===== src/three_wire_pkg.sv =====
// constants and types shared by the three-wire serial port
package three_wire_pkg;

  // ----------------------------------------------------------------
  // register map
  // ----------------------------------------------------------------
  localparam logic [31:0] CTRL_INDEX   = 32'hfffff2e2;
  localparam logic [31:0] FMT_INDEX    = 32'hfffff2e4;
  localparam logic [33:0] CTRL_PROD    = {2'h0, CTRL_INDEX} << 2;
  localparam logic [33:0] FMT_PROD     = {2'h0, FMT_INDEX} << 2;
  localparam logic [31:0] CTRL_ADDR    = CTRL_PROD[31:0];
  localparam logic [31:0] FMT_ADDR     = FMT_PROD[31:0];
  localparam logic [31:0] DATA_ADDR    = 32'hffffcba0;
  localparam logic [31:0] STAT_ADDR    = 32'hffffcba4;
  localparam logic [31:0] MASK_ADDR    = 32'hffffcba8;

  // ----------------------------------------------------------------
  // field positions and write masks
  // ----------------------------------------------------------------
  localparam int          CTRL_EN_BIT   = 7;
  localparam int          CTRL_MODE_BIT = 2;
  localparam int          CTRL_SRC_BIT  = 0;
  localparam logic [7:0]  CTRL_WMASK    = 8'h85;
  localparam int          FMT_POL_BIT   = 6;
  localparam int          FMT_PHA_BIT   = 5;
  localparam int          FMT_DIR_BIT   = 4;
  localparam int          FMT_LEN_MSB   = 3;
  localparam logic [7:0]  FMT_WMASK     = 8'h7f;
  localparam int          STAT_DONE_BIT = 0;
  localparam int          STAT_BUSY_BIT = 1;

  // ----------------------------------------------------------------
  // reset values
  // ----------------------------------------------------------------
  localparam logic [7:0]  CTRL_RESET    = 8'h00;
  localparam logic [7:0]  FMT_RESET     = 8'h00;
  localparam logic [15:0] DATA_RESET    = 16'h0000;

  // ----------------------------------------------------------------
  // word length, timing, bus answers
  // ----------------------------------------------------------------
  localparam logic [4:0]  LEN_FULL      = 5'h10;
  localparam logic [4:0]  LEN_BASE      = 5'h08;
  localparam logic [7:0]  BAUD_HALF_CYC = 8'h08;
  localparam logic [1:0]  RESP_OKAY     = 2'h0;
  localparam logic [1:0]  RESP_SLVERR   = 2'h2;

  typedef enum logic {
    XFER_IDLE  = 1'b0,
    XFER_SHIFT = 1'b1
  } xfer_state_t;

endpackage


===== src/baud_tick_gen.sv =====
// half-period tick generator for the internal serial clock
`timescale 1ns/100ps
module baud_tick_gen
  import three_wire_pkg::*;
(
  input  wire logic aclk,
  input  wire logic aresetn,
  input  wire logic run,
  output logic      tick
);

  logic [7:0] cnt_reg;
  wire        wrap = (cnt_reg == BAUD_HALF_CYC - 8'h01);

  // restarts on each run so the first half period is full length
  always_ff @(posedge aclk) begin
    if (!aresetn || !run) begin
      cnt_reg <= 8'h00;
      tick    <= 1'b0;
    end else begin
      cnt_reg <= wrap ? 8'h00 : cnt_reg + 8'h01;
      tick    <= wrap;
    end
  end

endmodule


===== src/three_wire_serial.sv =====
// three-wire variable-length serial port with axi4-lite registers
//
// Functional notes
// - three lines: clock, data out, data in
// - enable bit runs shifter, counter, pins
// - mode 0: drive out, write starts
// - mode 1: out released, read starts
// - source bit: 0 external, 1 internal
// - length field: 0000=16, 1xxx=8..15
// - direction bit: 1 msb first
// - one bit per serial clock cycle
// - polarity 0 idles high, 1 low
// - equal bits sample rising, else falling
// - phase bit shifts timing half period
// - done raised on final clock edge
// - after last bit stop, set flag
// - start only enabled and idle
// - write before enable never starts
`timescale 1ns/100ps
module three_wire_serial
  import three_wire_pkg::*;
(
  input  wire logic        aclk,
  input  wire logic        aresetn,
  input  wire logic [31:0] s_axi_awaddr,
  input  wire logic        s_axi_awvalid,
  output logic             s_axi_awready,
  input  wire logic [31:0] s_axi_wdata,
  input  wire logic [3:0]  s_axi_wstrb,
  input  wire logic        s_axi_wvalid,
  output logic             s_axi_wready,
  output logic [1:0]       s_axi_bresp,
  output logic             s_axi_bvalid,
  input  wire logic        s_axi_bready,
  input  wire logic [31:0] s_axi_araddr,
  input  wire logic        s_axi_arvalid,
  output logic             s_axi_arready,
  output logic [31:0]      s_axi_rdata,
  output logic [1:0]       s_axi_rresp,
  output logic             s_axi_rvalid,
  input  wire logic        s_axi_rready,
  input  wire logic        serial_clock_pin_i,
  output logic             serial_clock_pin_o,
  output logic             serial_clock_pin_oe_n,
  output logic             serial_out_pin_o,
  output logic             serial_out_pin_oe_n,
  input  wire logic        serial_in_pin_i,
  output logic             transfer_done_irq
);

  // ----------------------------------------------------------------
  // helpers
  // ----------------------------------------------------------------
  function automatic logic [4:0] word_len(input logic [3:0] f);
    if (f[3])
      word_len = LEN_BASE + {2'h0, f[2:0]};
    else
      word_len = LEN_FULL;
  endfunction

  function automatic logic out_bit(input logic [15:0] s, input logic msb,
                                   input logic [4:0] n);
    logic [3:0] top;
    top = 4'(n - 5'h01);
    out_bit = msb ? s[top] : s[0];
  endfunction

  function automatic logic [15:0] shift_in(input logic [15:0] s, input logic b,
                                           input logic msb, input logic [4:0] n);
    logic [15:0] r;
    logic [3:0]  top;
    top = 4'(n - 5'h01);
    if (msb) begin
      r = {s[14:0], b};
    end else begin
      r = s >> 1;
      r[top] = b;
    end
    shift_in = r & (16'hffff >> (5'h10 - n));
  endfunction

  // ----------------------------------------------------------------
  // registers and state
  // ----------------------------------------------------------------
  logic [7:0]  ctrl_reg;
  logic [7:0]  fmt_reg;
  logic [15:0] shift_reg;
  logic        done_reg;
  logic        mask_reg;
  xfer_state_t state_reg;
  logic [4:0]  bitcnt_reg;
  logic [4:0]  len_reg;
  logic        half_reg;
  logic        smp_reg;
  logic        aw_held_reg;
  logic        w_held_reg;
  logic [31:0] awaddr_reg;
  logic [31:0] wdata_reg;
  logic [3:0]  wstrb_reg;
  logic        sck_meta_reg;
  logic        sck_sync_reg;
  logic        sck_prev_reg;
  logic        si_meta_reg;
  logic        si_sync_reg;
  logic        tick;

  // ----------------------------------------------------------------
  // decode
  // ----------------------------------------------------------------
  wire en       = ctrl_reg[CTRL_EN_BIT];
  wire rx_only  = ctrl_reg[CTRL_MODE_BIT];
  wire int_src  = ctrl_reg[CTRL_SRC_BIT];
  wire pol      = fmt_reg[FMT_POL_BIT];
  wire pha      = fmt_reg[FMT_PHA_BIT];
  wire msb      = fmt_reg[FMT_DIR_BIT];
  wire busy     = (state_reg == XFER_SHIFT);

  wire wr_go    = aw_held_reg && w_held_reg && !s_axi_bvalid;
  wire wr_ctrl  = wr_go && (awaddr_reg == CTRL_ADDR) && wstrb_reg[0];
  wire wr_fmt   = wr_go && (awaddr_reg == FMT_ADDR) && wstrb_reg[0];
  wire wr_data  = wr_go && (awaddr_reg == DATA_ADDR);
  wire wr_stat  = wr_go && (awaddr_reg == STAT_ADDR) && wstrb_reg[0];
  wire wr_mask  = wr_go && (awaddr_reg == MASK_ADDR) && wstrb_reg[0];
  wire wr_hit   = wr_ctrl || wr_fmt || wr_data || wr_stat || wr_mask;
  wire wr_known = (awaddr_reg == CTRL_ADDR) || (awaddr_reg == FMT_ADDR) ||
                  (awaddr_reg == DATA_ADDR) || (awaddr_reg == STAT_ADDR) ||
                  (awaddr_reg == MASK_ADDR);

  wire ar_take  = s_axi_arvalid && s_axi_arready;
  wire rd_data  = ar_take && (s_axi_araddr == DATA_ADDR);

  // data register write merges only the enabled byte lanes
  wire [15:0] data_wr = {wstrb_reg[1] ? wdata_reg[15:8] : shift_reg[15:8],
                         wstrb_reg[0] ? wdata_reg[7:0]  : shift_reg[7:0]};

  // no pending start is remembered, so an early write cannot fire later
  wire start_ev = en && !busy && (rx_only ? rd_data : wr_data);
  wire [15:0] load_val = rx_only ? shift_reg : data_wr;
  wire [4:0]  cfg_len  = word_len(fmt_reg[FMT_LEN_MSB:0]);

  // ----------------------------------------------------------------
  // serial clock edges
  // ----------------------------------------------------------------
  wire ext_rise  = sck_sync_reg && !sck_prev_reg;
  wire ext_fall  = !sck_sync_reg && sck_prev_reg;
  wire ext_lead  = pol ? ext_rise : ext_fall;
  wire ext_trail = pol ? ext_fall : ext_rise;
  wire lead_ev   = busy && (int_src ? (tick && !half_reg) : ext_lead);
  wire trail_ev  = busy && (int_src ? (tick && half_reg) : ext_trail);
  // phase 1 samples on the leading edge, phase 0 on the trailing one
  wire in_bit    = pha ? smp_reg : si_sync_reg;
  wire [15:0] shifted  = shift_in(shift_reg, in_bit, msb, len_reg);
  wire        last_bit = (bitcnt_reg + 5'h01 == len_reg);
  wire        final_ev = trail_ev && last_bit;
  // pin follows the next half_reg so the final edge lands with done
  wire        sck_active = en && busy && int_src && (half_reg ^ tick);

  baud_tick_gen u_baud (
    .aclk    (aclk),
    .aresetn (aresetn),
    .run     (busy && int_src),
    .tick    (tick)
  );

  // ----------------------------------------------------------------
  // pin synchronisers
  // ----------------------------------------------------------------
  always_ff @(posedge aclk) begin
    if (!aresetn) begin
      sck_meta_reg <= 1'b0;
      sck_sync_reg <= 1'b0;
      sck_prev_reg <= 1'b0;
      si_meta_reg  <= 1'b0;
      si_sync_reg  <= 1'b0;
    end else begin
      sck_meta_reg <= serial_clock_pin_i;
      sck_sync_reg <= sck_meta_reg;
      sck_prev_reg <= sck_sync_reg;
      si_meta_reg  <= serial_in_pin_i;
      si_sync_reg  <= si_meta_reg;
    end
  end

  // ----------------------------------------------------------------
  // configuration registers
  // ----------------------------------------------------------------
  always_ff @(posedge aclk) begin
    if (!aresetn) begin
      ctrl_reg <= CTRL_RESET;
      fmt_reg  <= FMT_RESET;
      mask_reg <= 1'b0;
    end else begin
      if (wr_ctrl)
        ctrl_reg <= wdata_reg[7:0] & CTRL_WMASK;
      if (wr_fmt)
        fmt_reg <= wdata_reg[7:0] & FMT_WMASK;
      if (wr_mask)
        mask_reg <= wdata_reg[STAT_DONE_BIT];
    end
  end

  // ----------------------------------------------------------------
  // shift engine
  // ----------------------------------------------------------------
  always_ff @(posedge aclk) begin
    if (!aresetn) begin
      state_reg  <= XFER_IDLE;
      shift_reg  <= DATA_RESET;
      bitcnt_reg <= 5'h00;
      len_reg    <= LEN_FULL;
      half_reg   <= 1'b0;
      smp_reg    <= 1'b0;
      serial_out_pin_o <= 1'b0;
    end else if (!en) begin
      state_reg  <= XFER_IDLE;
      bitcnt_reg <= 5'h00;
      half_reg   <= 1'b0;
      if (wr_data)
        shift_reg <= data_wr;
    end else begin
      unique case (state_reg)
        XFER_IDLE: begin
          if (wr_data && !rx_only)
            shift_reg <= data_wr;
          if (start_ev) begin
            state_reg  <= XFER_SHIFT;
            bitcnt_reg <= 5'h00;
            len_reg    <= cfg_len;
            half_reg   <= 1'b0;
            // phase 1 presents the first bit before any clock edge
            if (pha)
              serial_out_pin_o <= out_bit(load_val, msb, cfg_len);
          end
        end
        XFER_SHIFT: begin
          if (int_src && tick)
            half_reg <= !half_reg;
          if (lead_ev) begin
            if (pha)
              smp_reg <= si_sync_reg;
            else
              serial_out_pin_o <= out_bit(shift_reg, msb, len_reg);
          end
          if (trail_ev) begin
            shift_reg  <= shifted;
            bitcnt_reg <= bitcnt_reg + 5'h01;
            if (pha)
              serial_out_pin_o <= out_bit(shifted, msb, len_reg);
            if (last_bit) begin
              state_reg <= XFER_IDLE;
              half_reg  <= 1'b0;
            end
          end
        end
      endcase
    end
  end

  // ----------------------------------------------------------------
  // pins, status and interrupt
  // ----------------------------------------------------------------
  always_ff @(posedge aclk) begin
    if (!aresetn) begin
      serial_clock_pin_o    <= 1'b1;
      serial_clock_pin_oe_n <= 1'b1;
      serial_out_pin_oe_n   <= 1'b1;
      done_reg              <= 1'b0;
      transfer_done_irq     <= 1'b0;
    end else begin
      // idle level is the inverse of the active level
      serial_clock_pin_o    <= sck_active ? pol : !pol;
      serial_clock_pin_oe_n <= !(en && int_src);
      serial_out_pin_oe_n   <= !(en && !rx_only);
      // a completion in the clearing cycle still sets the flag
      done_reg <= final_ev || (done_reg && !(wr_stat && wdata_reg[STAT_DONE_BIT]));
      transfer_done_irq <= (final_ev || done_reg) && mask_reg;
    end
  end

  // ----------------------------------------------------------------
  // axi4-lite write channel
  // ----------------------------------------------------------------
  always_ff @(posedge aclk) begin
    if (!aresetn) begin
      aw_held_reg   <= 1'b0;
      w_held_reg    <= 1'b0;
      awaddr_reg    <= 32'h00000000;
      wdata_reg     <= 32'h00000000;
      wstrb_reg     <= 4'h0;
      s_axi_awready <= 1'b0;
      s_axi_wready  <= 1'b0;
      s_axi_bvalid  <= 1'b0;
      s_axi_bresp   <= RESP_OKAY;
    end else begin
      s_axi_awready <= !aw_held_reg && !(s_axi_awvalid && s_axi_awready) && !s_axi_bvalid;
      s_axi_wready  <= !w_held_reg && !(s_axi_wvalid && s_axi_wready) && !s_axi_bvalid;
      if (s_axi_awvalid && s_axi_awready) begin
        aw_held_reg <= 1'b1;
        awaddr_reg  <= s_axi_awaddr;
      end
      if (s_axi_wvalid && s_axi_wready) begin
        w_held_reg <= 1'b1;
        wdata_reg  <= s_axi_wdata;
        wstrb_reg  <= s_axi_wstrb;
      end
      if (wr_go) begin
        aw_held_reg  <= 1'b0;
        w_held_reg   <= 1'b0;
        s_axi_bvalid <= 1'b1;
        s_axi_bresp  <= (wr_known && (wr_hit || wstrb_reg == 4'h0 || !wstrb_reg[0]))
                        ? RESP_OKAY : RESP_SLVERR;
      end else if (s_axi_bvalid && s_axi_bready) begin
        s_axi_bvalid <= 1'b0;
      end
    end
  end

  // ----------------------------------------------------------------
  // axi4-lite read channel
  // ----------------------------------------------------------------
  wire        rd_known = (s_axi_araddr == CTRL_ADDR) || (s_axi_araddr == FMT_ADDR) ||
                         (s_axi_araddr == DATA_ADDR) || (s_axi_araddr == STAT_ADDR) ||
                         (s_axi_araddr == MASK_ADDR);
  wire [31:0] rd_mux =
    (s_axi_araddr == CTRL_ADDR) ? {24'h000000, ctrl_reg} :
    (s_axi_araddr == FMT_ADDR)  ? {24'h000000, fmt_reg} :
    (s_axi_araddr == DATA_ADDR) ? {16'h0000, shift_reg} :
    (s_axi_araddr == STAT_ADDR) ? {30'h00000000, busy, done_reg} :
    (s_axi_araddr == MASK_ADDR) ? {31'h00000000, mask_reg} : 32'h00000000;

  always_ff @(posedge aclk) begin
    if (!aresetn) begin
      s_axi_arready <= 1'b0;
      s_axi_rvalid  <= 1'b0;
      s_axi_rdata   <= 32'h00000000;
      s_axi_rresp   <= RESP_OKAY;
    end else if (ar_take) begin
      s_axi_arready <= 1'b0;
      s_axi_rvalid  <= 1'b1;
      s_axi_rdata   <= rd_mux;
      s_axi_rresp   <= rd_known ? RESP_OKAY : RESP_SLVERR;
    end else if (s_axi_rvalid && s_axi_rready) begin
      s_axi_rvalid  <= 1'b0;
    end else begin
      s_axi_arready <= !s_axi_rvalid;
    end
  end

endmodule


===== config.mk =====
export PLATFORM = sky130hd
export DESIGN_NAME = three_wire_serial
export DESIGN_NICKNAME = d
export VERILOG_FILES = /design/src/three_wire_pkg.sv /design/src/baud_tick_gen.sv /design/src/three_wire_serial.sv
export SDC_FILE = /design/constraint.sdc
export NUM_CORES = 1
export LEC_CHECK = 0
export ABC_AREA = 1
export ABC_CLOCK_PERIOD_IN_PS = 2500
export BUFFER_PORTS_ARGS = -buffer_cell sky130_fd_sc_hd__buf_2
export CAP_MARGIN = 40
export CORE_UTILIZATION = 25
export DETAILED_ROUTE_END_ITERATION = 10
export GPL_ROUTABILITY_DRIVEN = 0
export SLEW_MARGIN = 20
export SYNTH_ARGS = -nofsm -noshare
export SYNTH_HDL_FRONTEND = slang
export SYNTH_SLANG_ARGS = --single-unit

===== constraint.sdc =====
create_clock -name aclk -period 2.5 [get_ports aclk]
set_input_delay 0.5 -clock aclk [delete_from_list [all_inputs] [get_ports aclk]]
set_output_delay 0.5 -clock aclk [all_outputs]
set_load 0.02 [all_outputs]

Yosys cells after proc, flatten, opt, wreduce, memory -nomap -nowiden
Cells that the tools add are included.
{ "word_totals": {"input_bits": 109, "reg_bits": 155, "wordCells": 216, "out_inout_bits": 46} }
{ "classes": {"n_reduce_logical": 91, "mux": 59, "add_sub_neg": 6, "bitwise_logic": 4, "eq_ne": 17, "shift": 1, "magnitude_cmp": 3} }
{ "ops": {"columns": ["cell", "n"], "rows": [
  ["$eq A32 B32 Y1 const B", 10],
  ["$mux W16", 9],
  ["$logic_and A1 B1 Y1", 43],
  ["$mux W1", 32],
  ["$pmux W16 S2", 1],
  ["$logic_not A1 Y1", 18],
  ["$logic_or A1 B1 Y1", 17],
  ["$and A16 B16 Y16", 1],
  ["$bwmux W16", 1],
  ["$mux W8", 2],
  ["$shr A16 B5 Y16 const A", 1],
  ["$mux W5", 3],
  ["$bmux W1 S4", 3],
  ["$lt A4 B5 Y1 const B", 2],
  ["$pmux W5 S2", 1],
  ["$reduce_and A3 Y1", 3],
  ["$add A8 B1 Y8 const B", 1],
  ["$eq A8 B3 Y1 const B", 1],
  ["$sub A4 B1 Y4 const B", 2],
  ["$mux W2", 3],
  ["$pmux W1 S2", 3],
  ["$reduce_bool A2 Y1", 3],
  ["$reduce_or A2 Y1", 3],
  ["$add A4 B3 Y5 const A", 1],
  ["14 further kinds", 17]
]} }

Logic depth before layout (Yosys ltp)
{ "depth": {"depth_word": 14, "mapped_depth": 20, "mapped_depth_nobuf": 19} }

Hierarchy
From an unflattened synthesis, not the netlist that was laid out.
{ "hier_totals": {"hier_cells": 1154, "area_unflattened_um2": 7613.6} }
{ "modules_own_cells": {"columns": ["mod", "cells_per_inst", "n_inst", "area_per_inst_um2", "seq_area_each_um2"], "rows": [
  ["three_wire_serial", 1095, 1, 7170.6, 2522.4],
  ["baud_tick_gen", 59, 1, 442.9, 180.2]
]} }

Worst setup path before layout
No wires, ideal clock.
{ "synth_path": {"kind": "flip-flop to flip-flop", "from": "register len_reg[0]", "to": "register serial_out_pin_o", "arrival_time_ns": 2.519, "stages_incl_launch_ff": 21, "period_less_slack_ns": 2.637, "path_buffers": 2, "setup_time_ns": 0.118, "required_ns": 2.382, "slack_ns": -0.137, "path_cell_list": "dfxtp_1 inv_2 buf_1 ha_1 inv_1 ha_1 inv_1 buf_2 nand3_1 nand2_1 nand2_1 nand3_1 nand2_1 nand3_1 nand2_1 nand2_1 nand2_1 o21ai_1 nand2_1 nand2_1 a21oi_2"} }
{ "synth_via": {"elab_chain_len": 14, "elab_cells_between_ends": 22, "cone_classes": "add/sub (2); order compare (2); shift (1); mux (15); bitwise (1); reduce/logical (1)"} }
{ "synth_lines": {"columns": ["item", "line_no", "rtl"], "rows": [
  ["start: declaration", "three_wire_serial.sv:92", "logic [4:0] len_reg;"],
  ["start signal: assignment", "three_wire_serial.sv:228", "len_reg <= cfg_len;"],
  ["$sub A4 B1 Y4", "three_wire_serial.sv:64, three_wire_serial.sv:72", null],
  ["$lt A4 B5 Y1 (implied by the code) or $ge A4 B1 Y1 (tied branches)", "three_wire_serial.sv:77", "r[top] = b;"],
  ["$logic_and A1 B1 Y1 (implied by the code)", "three_wire_serial.sv:77", null],
  ["$mux W1 (implied by the code)", "three_wire_serial.sv:77", null],
  ["$demux W1 S4", "three_wire_serial.sv:77", null],
  ["$bwmux W16", "three_wire_serial.sv:77", null],
  ["$mux W16", "three_wire_serial.sv:73", "if (msb) begin"],
  ["$and A16 B16 Y16", "three_wire_serial.sv:79", "shift_in = r & (16'hffff >> (5'h10 - n));"],
  ["$bmux W1 S4", "three_wire_serial.sv:65", "out_bit = msb ? s[top] : s[0];"],
  ["$mux W1 (implied by the code)", "three_wire_serial.sv:65", null],
  ["$mux W1", "three_wire_serial.sv:65", null],
  ["$mux W1", "three_wire_serial.sv:247", "if (pha)"],
  ["$mux W1 (*)", "three_wire_serial.sv:244", "if (trail_ev) begin"],
  ["$pmux W1 S2 (*)", "three_wire_serial.sv:221", "unique case (state_reg)"],
  ["end signal: assignment", "three_wire_serial.sv:232", "serial_out_pin_o <= out_bit(load_val, msb, cfg_len);"],
  ["end signal: assignment", "three_wire_serial.sv:242", "serial_out_pin_o <= out_bit(shift_reg, msb, len_reg);"],
  ["end signal: assignment", "three_wire_serial.sv:248", "serial_out_pin_o <= out_bit(shifted, msb, len_reg);"],
  ["end: declaration", "three_wire_serial.sv:45", "output logic serial_out_pin_o,"]
]} }
Every way passes the cells marked *; elsewhere a longest branch is shown, timed or not. The select of a mux whose other input is x is not followed.
A chain may end at the register's enable or synchronous reset.

Worst setup path after layout
Same ends and word-level chain as after synthesis.

==> flow_metrics.env <==
export IMPL_port_buffers=118
export IMPL_timing_worst_setup_path_type="reg -> reg"
export IMPL_dp_slack_ns=0.134
export IMPL_largest_reg_flops=32
export IMPL_grt_pass1_wl_um=36400
export IMPL_crit_path_frequent_cell="nand2_1"
export IMPL_cts_sinks=135
export IMPL_crit_path_start="len_reg[0]$_SDFFE_PN0P_"
export IMPL_firstDrtPassIters=6
export IMPL_path_cells="inv_2 -> ha_1 -> inv_1 -> ha_4 -> inv_2 -> buf_4 -> nor2_2 -> o21ai_0 -> a21oi_1 -> nand2_1 -> nand2_1 -> nand3_1 -> nand2_1 -> nand2_1 -> nand2_1 -> o21ai_1 -> nand2_1 -> nand2_1 -> a21oi_2"
export IMPL_vias=7810
export IMPL_start_kind="flop"
export IMPL_wl_per_cell_um=13.9
export IMPL_relSlewSlack_pct=59.8
export IMPL_dp_hpwl_um=17200
export IMPL_grt_pass1_vias=7127
export IMPL_yosys_area_top_type="dfxtp_1"
export IMPL_fin_crit_ns=2.31
export IMPL_max_freq_ghz=0.432
export IMPL_wl_um=22700
export IMPL_tightest_slew_ns=0.596
export IMPL_numCtsBuffers=17
export IMPL_grt_total_usage_pct=15.0
export IMPL_cap_viol_max_count=0
export IMPL_drive_gt1_share_pct=18.6
export IMPL_seq_area_mm2=0.00270
export IMPL_crit_path_end="serial_out_pin_o$_SDFFE_PN0P_"
export IMPL_rows=63
export IMPL_area_delta_synth_final_pct=22.0
export IMPL_slowest_delay_ns=0.34
export IMPL_reg2reg_depth=19
export IMPL_vdd_drop_max_uv=459
export IMPL_drt_met1_wl_um=9930
export IMPL_die_h_um=175
export IMPL_clockBufferDepth=2
export IMPL_wl_met2_um=10300
export IMPL_synth_top_area_share_pct=36.0
export IMPL_cts_hold_buf=0
export IMPL_drc=0
export IMPL_endpoint_kind="flop"
export IMPL_tritoncts="done"
export IMPL_antenna_found_initial=0
export IMPL_async_reset_ff_share_pct=0
export IMPL_root_buffer="clkbuf_16"
export IMPL_post_cts_buffers=0
export IMPL_multi_input_area_mm2=0.00407
export IMPL_antenna_left=0
export IMPL_syn_cell_area_mm2=0.00750
export IMPL_synth_cell_type_count=50
export IMPL_core_mm2=0.0296
export IMPL_synth_edff_count=0
export IMPL_hold_viol_final=0
export IMPL_power_density_mw_per_mm2=585
export IMPL_placed_area_mm2=0.00850
export IMPL_die_x_um=175
export IMPL_ys_flop_type="dfxtp_1"
export IMPL_status="completed"
export IMPL_worstPathMaxFanout=7
export IMPL_rr_startpoint="len_reg[0]$_SDFFE_PN0P_"
export IMPL_synth_cells=1119
export IMPL_nets=1356
export IMPL_grt_max_degree=96
export IMPL_synth_most_common_cell="nand2_1"
export IMPL_post_route_util_pct=31.0
export IMPL_cts_repair_resized=0
export IMPL_p_leak_nw=3.80
export IMPL_synth_common_cells="nand2_1, nor2_1, dfxtp_1, o21ai_0, inv_1"
export IMPL_path_clk_slew_ns=0.06
export IMPL_grt_ovfl_total=0
export IMPL_syn_avg_cell_area_um2=6.71
export IMPL_drt_iter0_drc=602
export IMPL_dr_max_layer_used="met4"
export IMPL_skew_ns=0.0136
export IMPL_hold_path_class="in -> reg"
export IMPL_dieArea_mm2=0.0307
export IMPL_vias_per_cell=4.77
export IMPL_clkLatencyLatePin_ns=0.43
export IMPL_setup_violations=0
export IMPL_crit_required_ns=2.81
export IMPL_h_tree_depth=4
export IMPL_yosysWarnings=0
export IMPL_critPathArrivalTime_ns=2.63
export IMPL_synth_seq_cells=135
export IMPL_start_util_pct=25.4
export IMPL_met3_length_um=1670
export IMPL_cp_slowest_cell="dfxtp_1"
export IMPL_ioPinCount=155
export IMPL_ys_seq_area_share_pct=36.0
export IMPL_fill_cells=3181
export IMPL_worstReg2RegEnd="serial_out_pin_o$_SDFFE_PN0P_"
export IMPL_synth_area_leaders="dfxtp_1, nand2_1, o21ai_0"
export IMPL_design_area_mm2=0.00915
export IMPL_worst_slack_ns=0.186
export IMPL_final_max_slew_viol_count=0
export IMPL_rrSetupSlack_ns=0.19
export IMPL_final_period_utilization_pct=92.6
export IMPL_antennaDiodeCount=0
==> layout by cell type (no fill, tap or decap), drive strengths merged <==
cell type / synthesis / final
a211oi: 4 / 4
a21oi: 82 / 82
a221oi: 3 / 3
a22oi: 1 / 1
a31oi: 7 / 7
and3: 1 / 1
buf: 38 / 148
bufinv: 0 / 3
clkbuf: 31 / 18
clkinv: 5 / 8
clkinvlp: 0 / 2
conb: 1 / 18
dfxtp: 135 / 135
ha: 13 / 13
inv: 110 / 116
mux2i: 1 / 1
nand2: 197 / 197
nand3: 83 / 83
nand3b: 1 / 1
nand4: 34 / 34
nor2: 156 / 156
nor3: 21 / 21
nor3b: 3 / 3
nor4: 7 / 7
o2111ai: 5 / 5
o211ai: 10 / 10
o21ai: 148 / 148
o21bai: 1 / 1
o221ai: 2 / 2
o22ai: 2 / 2
o311ai: 1 / 1
o31ai: 2 / 2
or2: 5 / 5
or3: 1 / 1
xnor2: 2 / 2
xor2: 6 / 6
==> critical path, delay by kind of cell (launching register included) <==
family                   cells  cell delay (ns)
AND/OR/NAND/NOR              9             0.58
adder cells (fa/ha/maj)      2             0.41
buffers and inverters        4             0.38
flip-flops                   1             0.34
AO/OA/AOI/OAI                4             0.50
==> metal layers <==
metal	GRT usage [%]	up-vias
met3	3.44	55
met2	24.1	293
met4	7.10	0
met5	0	-
li1	-	3951
met1	18.8	3511
==> cell families (layout without fill, tap and decap cells) <==
family          count (synthesis)  in the layout  share of synthesized area, %
mux                             1              1                         0.133
simple gates                  509            509                          30.3
xor+xnor                        8              8                         0.934
flops                         135            135                          36.0
other cells                     1             18                        0.0500
compound gates                268            268                          19.5
fa+ha+maj                      13             13                          2.17
buf+inv                       184            295                          10.9
==> through the flow <==
| stage | power [W] | hold slack (ns) | TNS (ns) | instances |
|---|---|---|---|---|
| after global placement | 0.00272 | 0.397 | 0 | 1605 |
| final | 0.00535 | 0.277 | 0 | 1637 |
| after global routing | 0.00558 | 0.295 | -0.0159 | 1637 |
| after CTS | 0.00540 | 0.263 | 0 | 1637 |
| after floorplan | 0.00260 | 0.390 | 0 | 1136 |
| after detailed placement | 0.00273 | 0.399 | 0 | 1605 |
==> cell type report <==
cell class                 instances  area share, %
clock buffer                      18           4.80
multi-input combinational        817           44.5
inverter                         115           4.74
clock inverter                    14           2.04
timing repair buffer             148           9.05
sequential                       135           29.5
tap                              390           5.33
==> worst min-delay path by stage <==
stage	start	end	slack, ns	cells past startpoint
after floorplan	sck_meta_reg$_SDFF_PN0_	sck_sync_reg$_SDFF_PN0_	0.39	2
after global placement	sck_meta_reg$_SDFF_PN0_	sck_sync_reg$_SDFF_PN0_	0.40	2
after detailed placement	sck_meta_reg$_SDFF_PN0_	sck_sync_reg$_SDFF_PN0_	0.40	2
after CTS	serial_clock_pin_i	sck_meta_reg$_SDFF_PN0_	0.26	3
after global routing	serial_clock_pin_i	sck_meta_reg$_SDFF_PN0_	0.30	3
final	serial_clock_pin_i	sck_meta_reg$_SDFF_PN0_	0.28	3
==> power by group <==
part | leakage [nW] | internal, W | switching [W]
clock | 0.300 | 0.00162 | 0.00105
combinational | 2.40 | 0.000146 | 0.000246
sequential | 1.10 | 0.00223 | 0.0000588
Note: power is estimated with default switching activity, not from simulation.
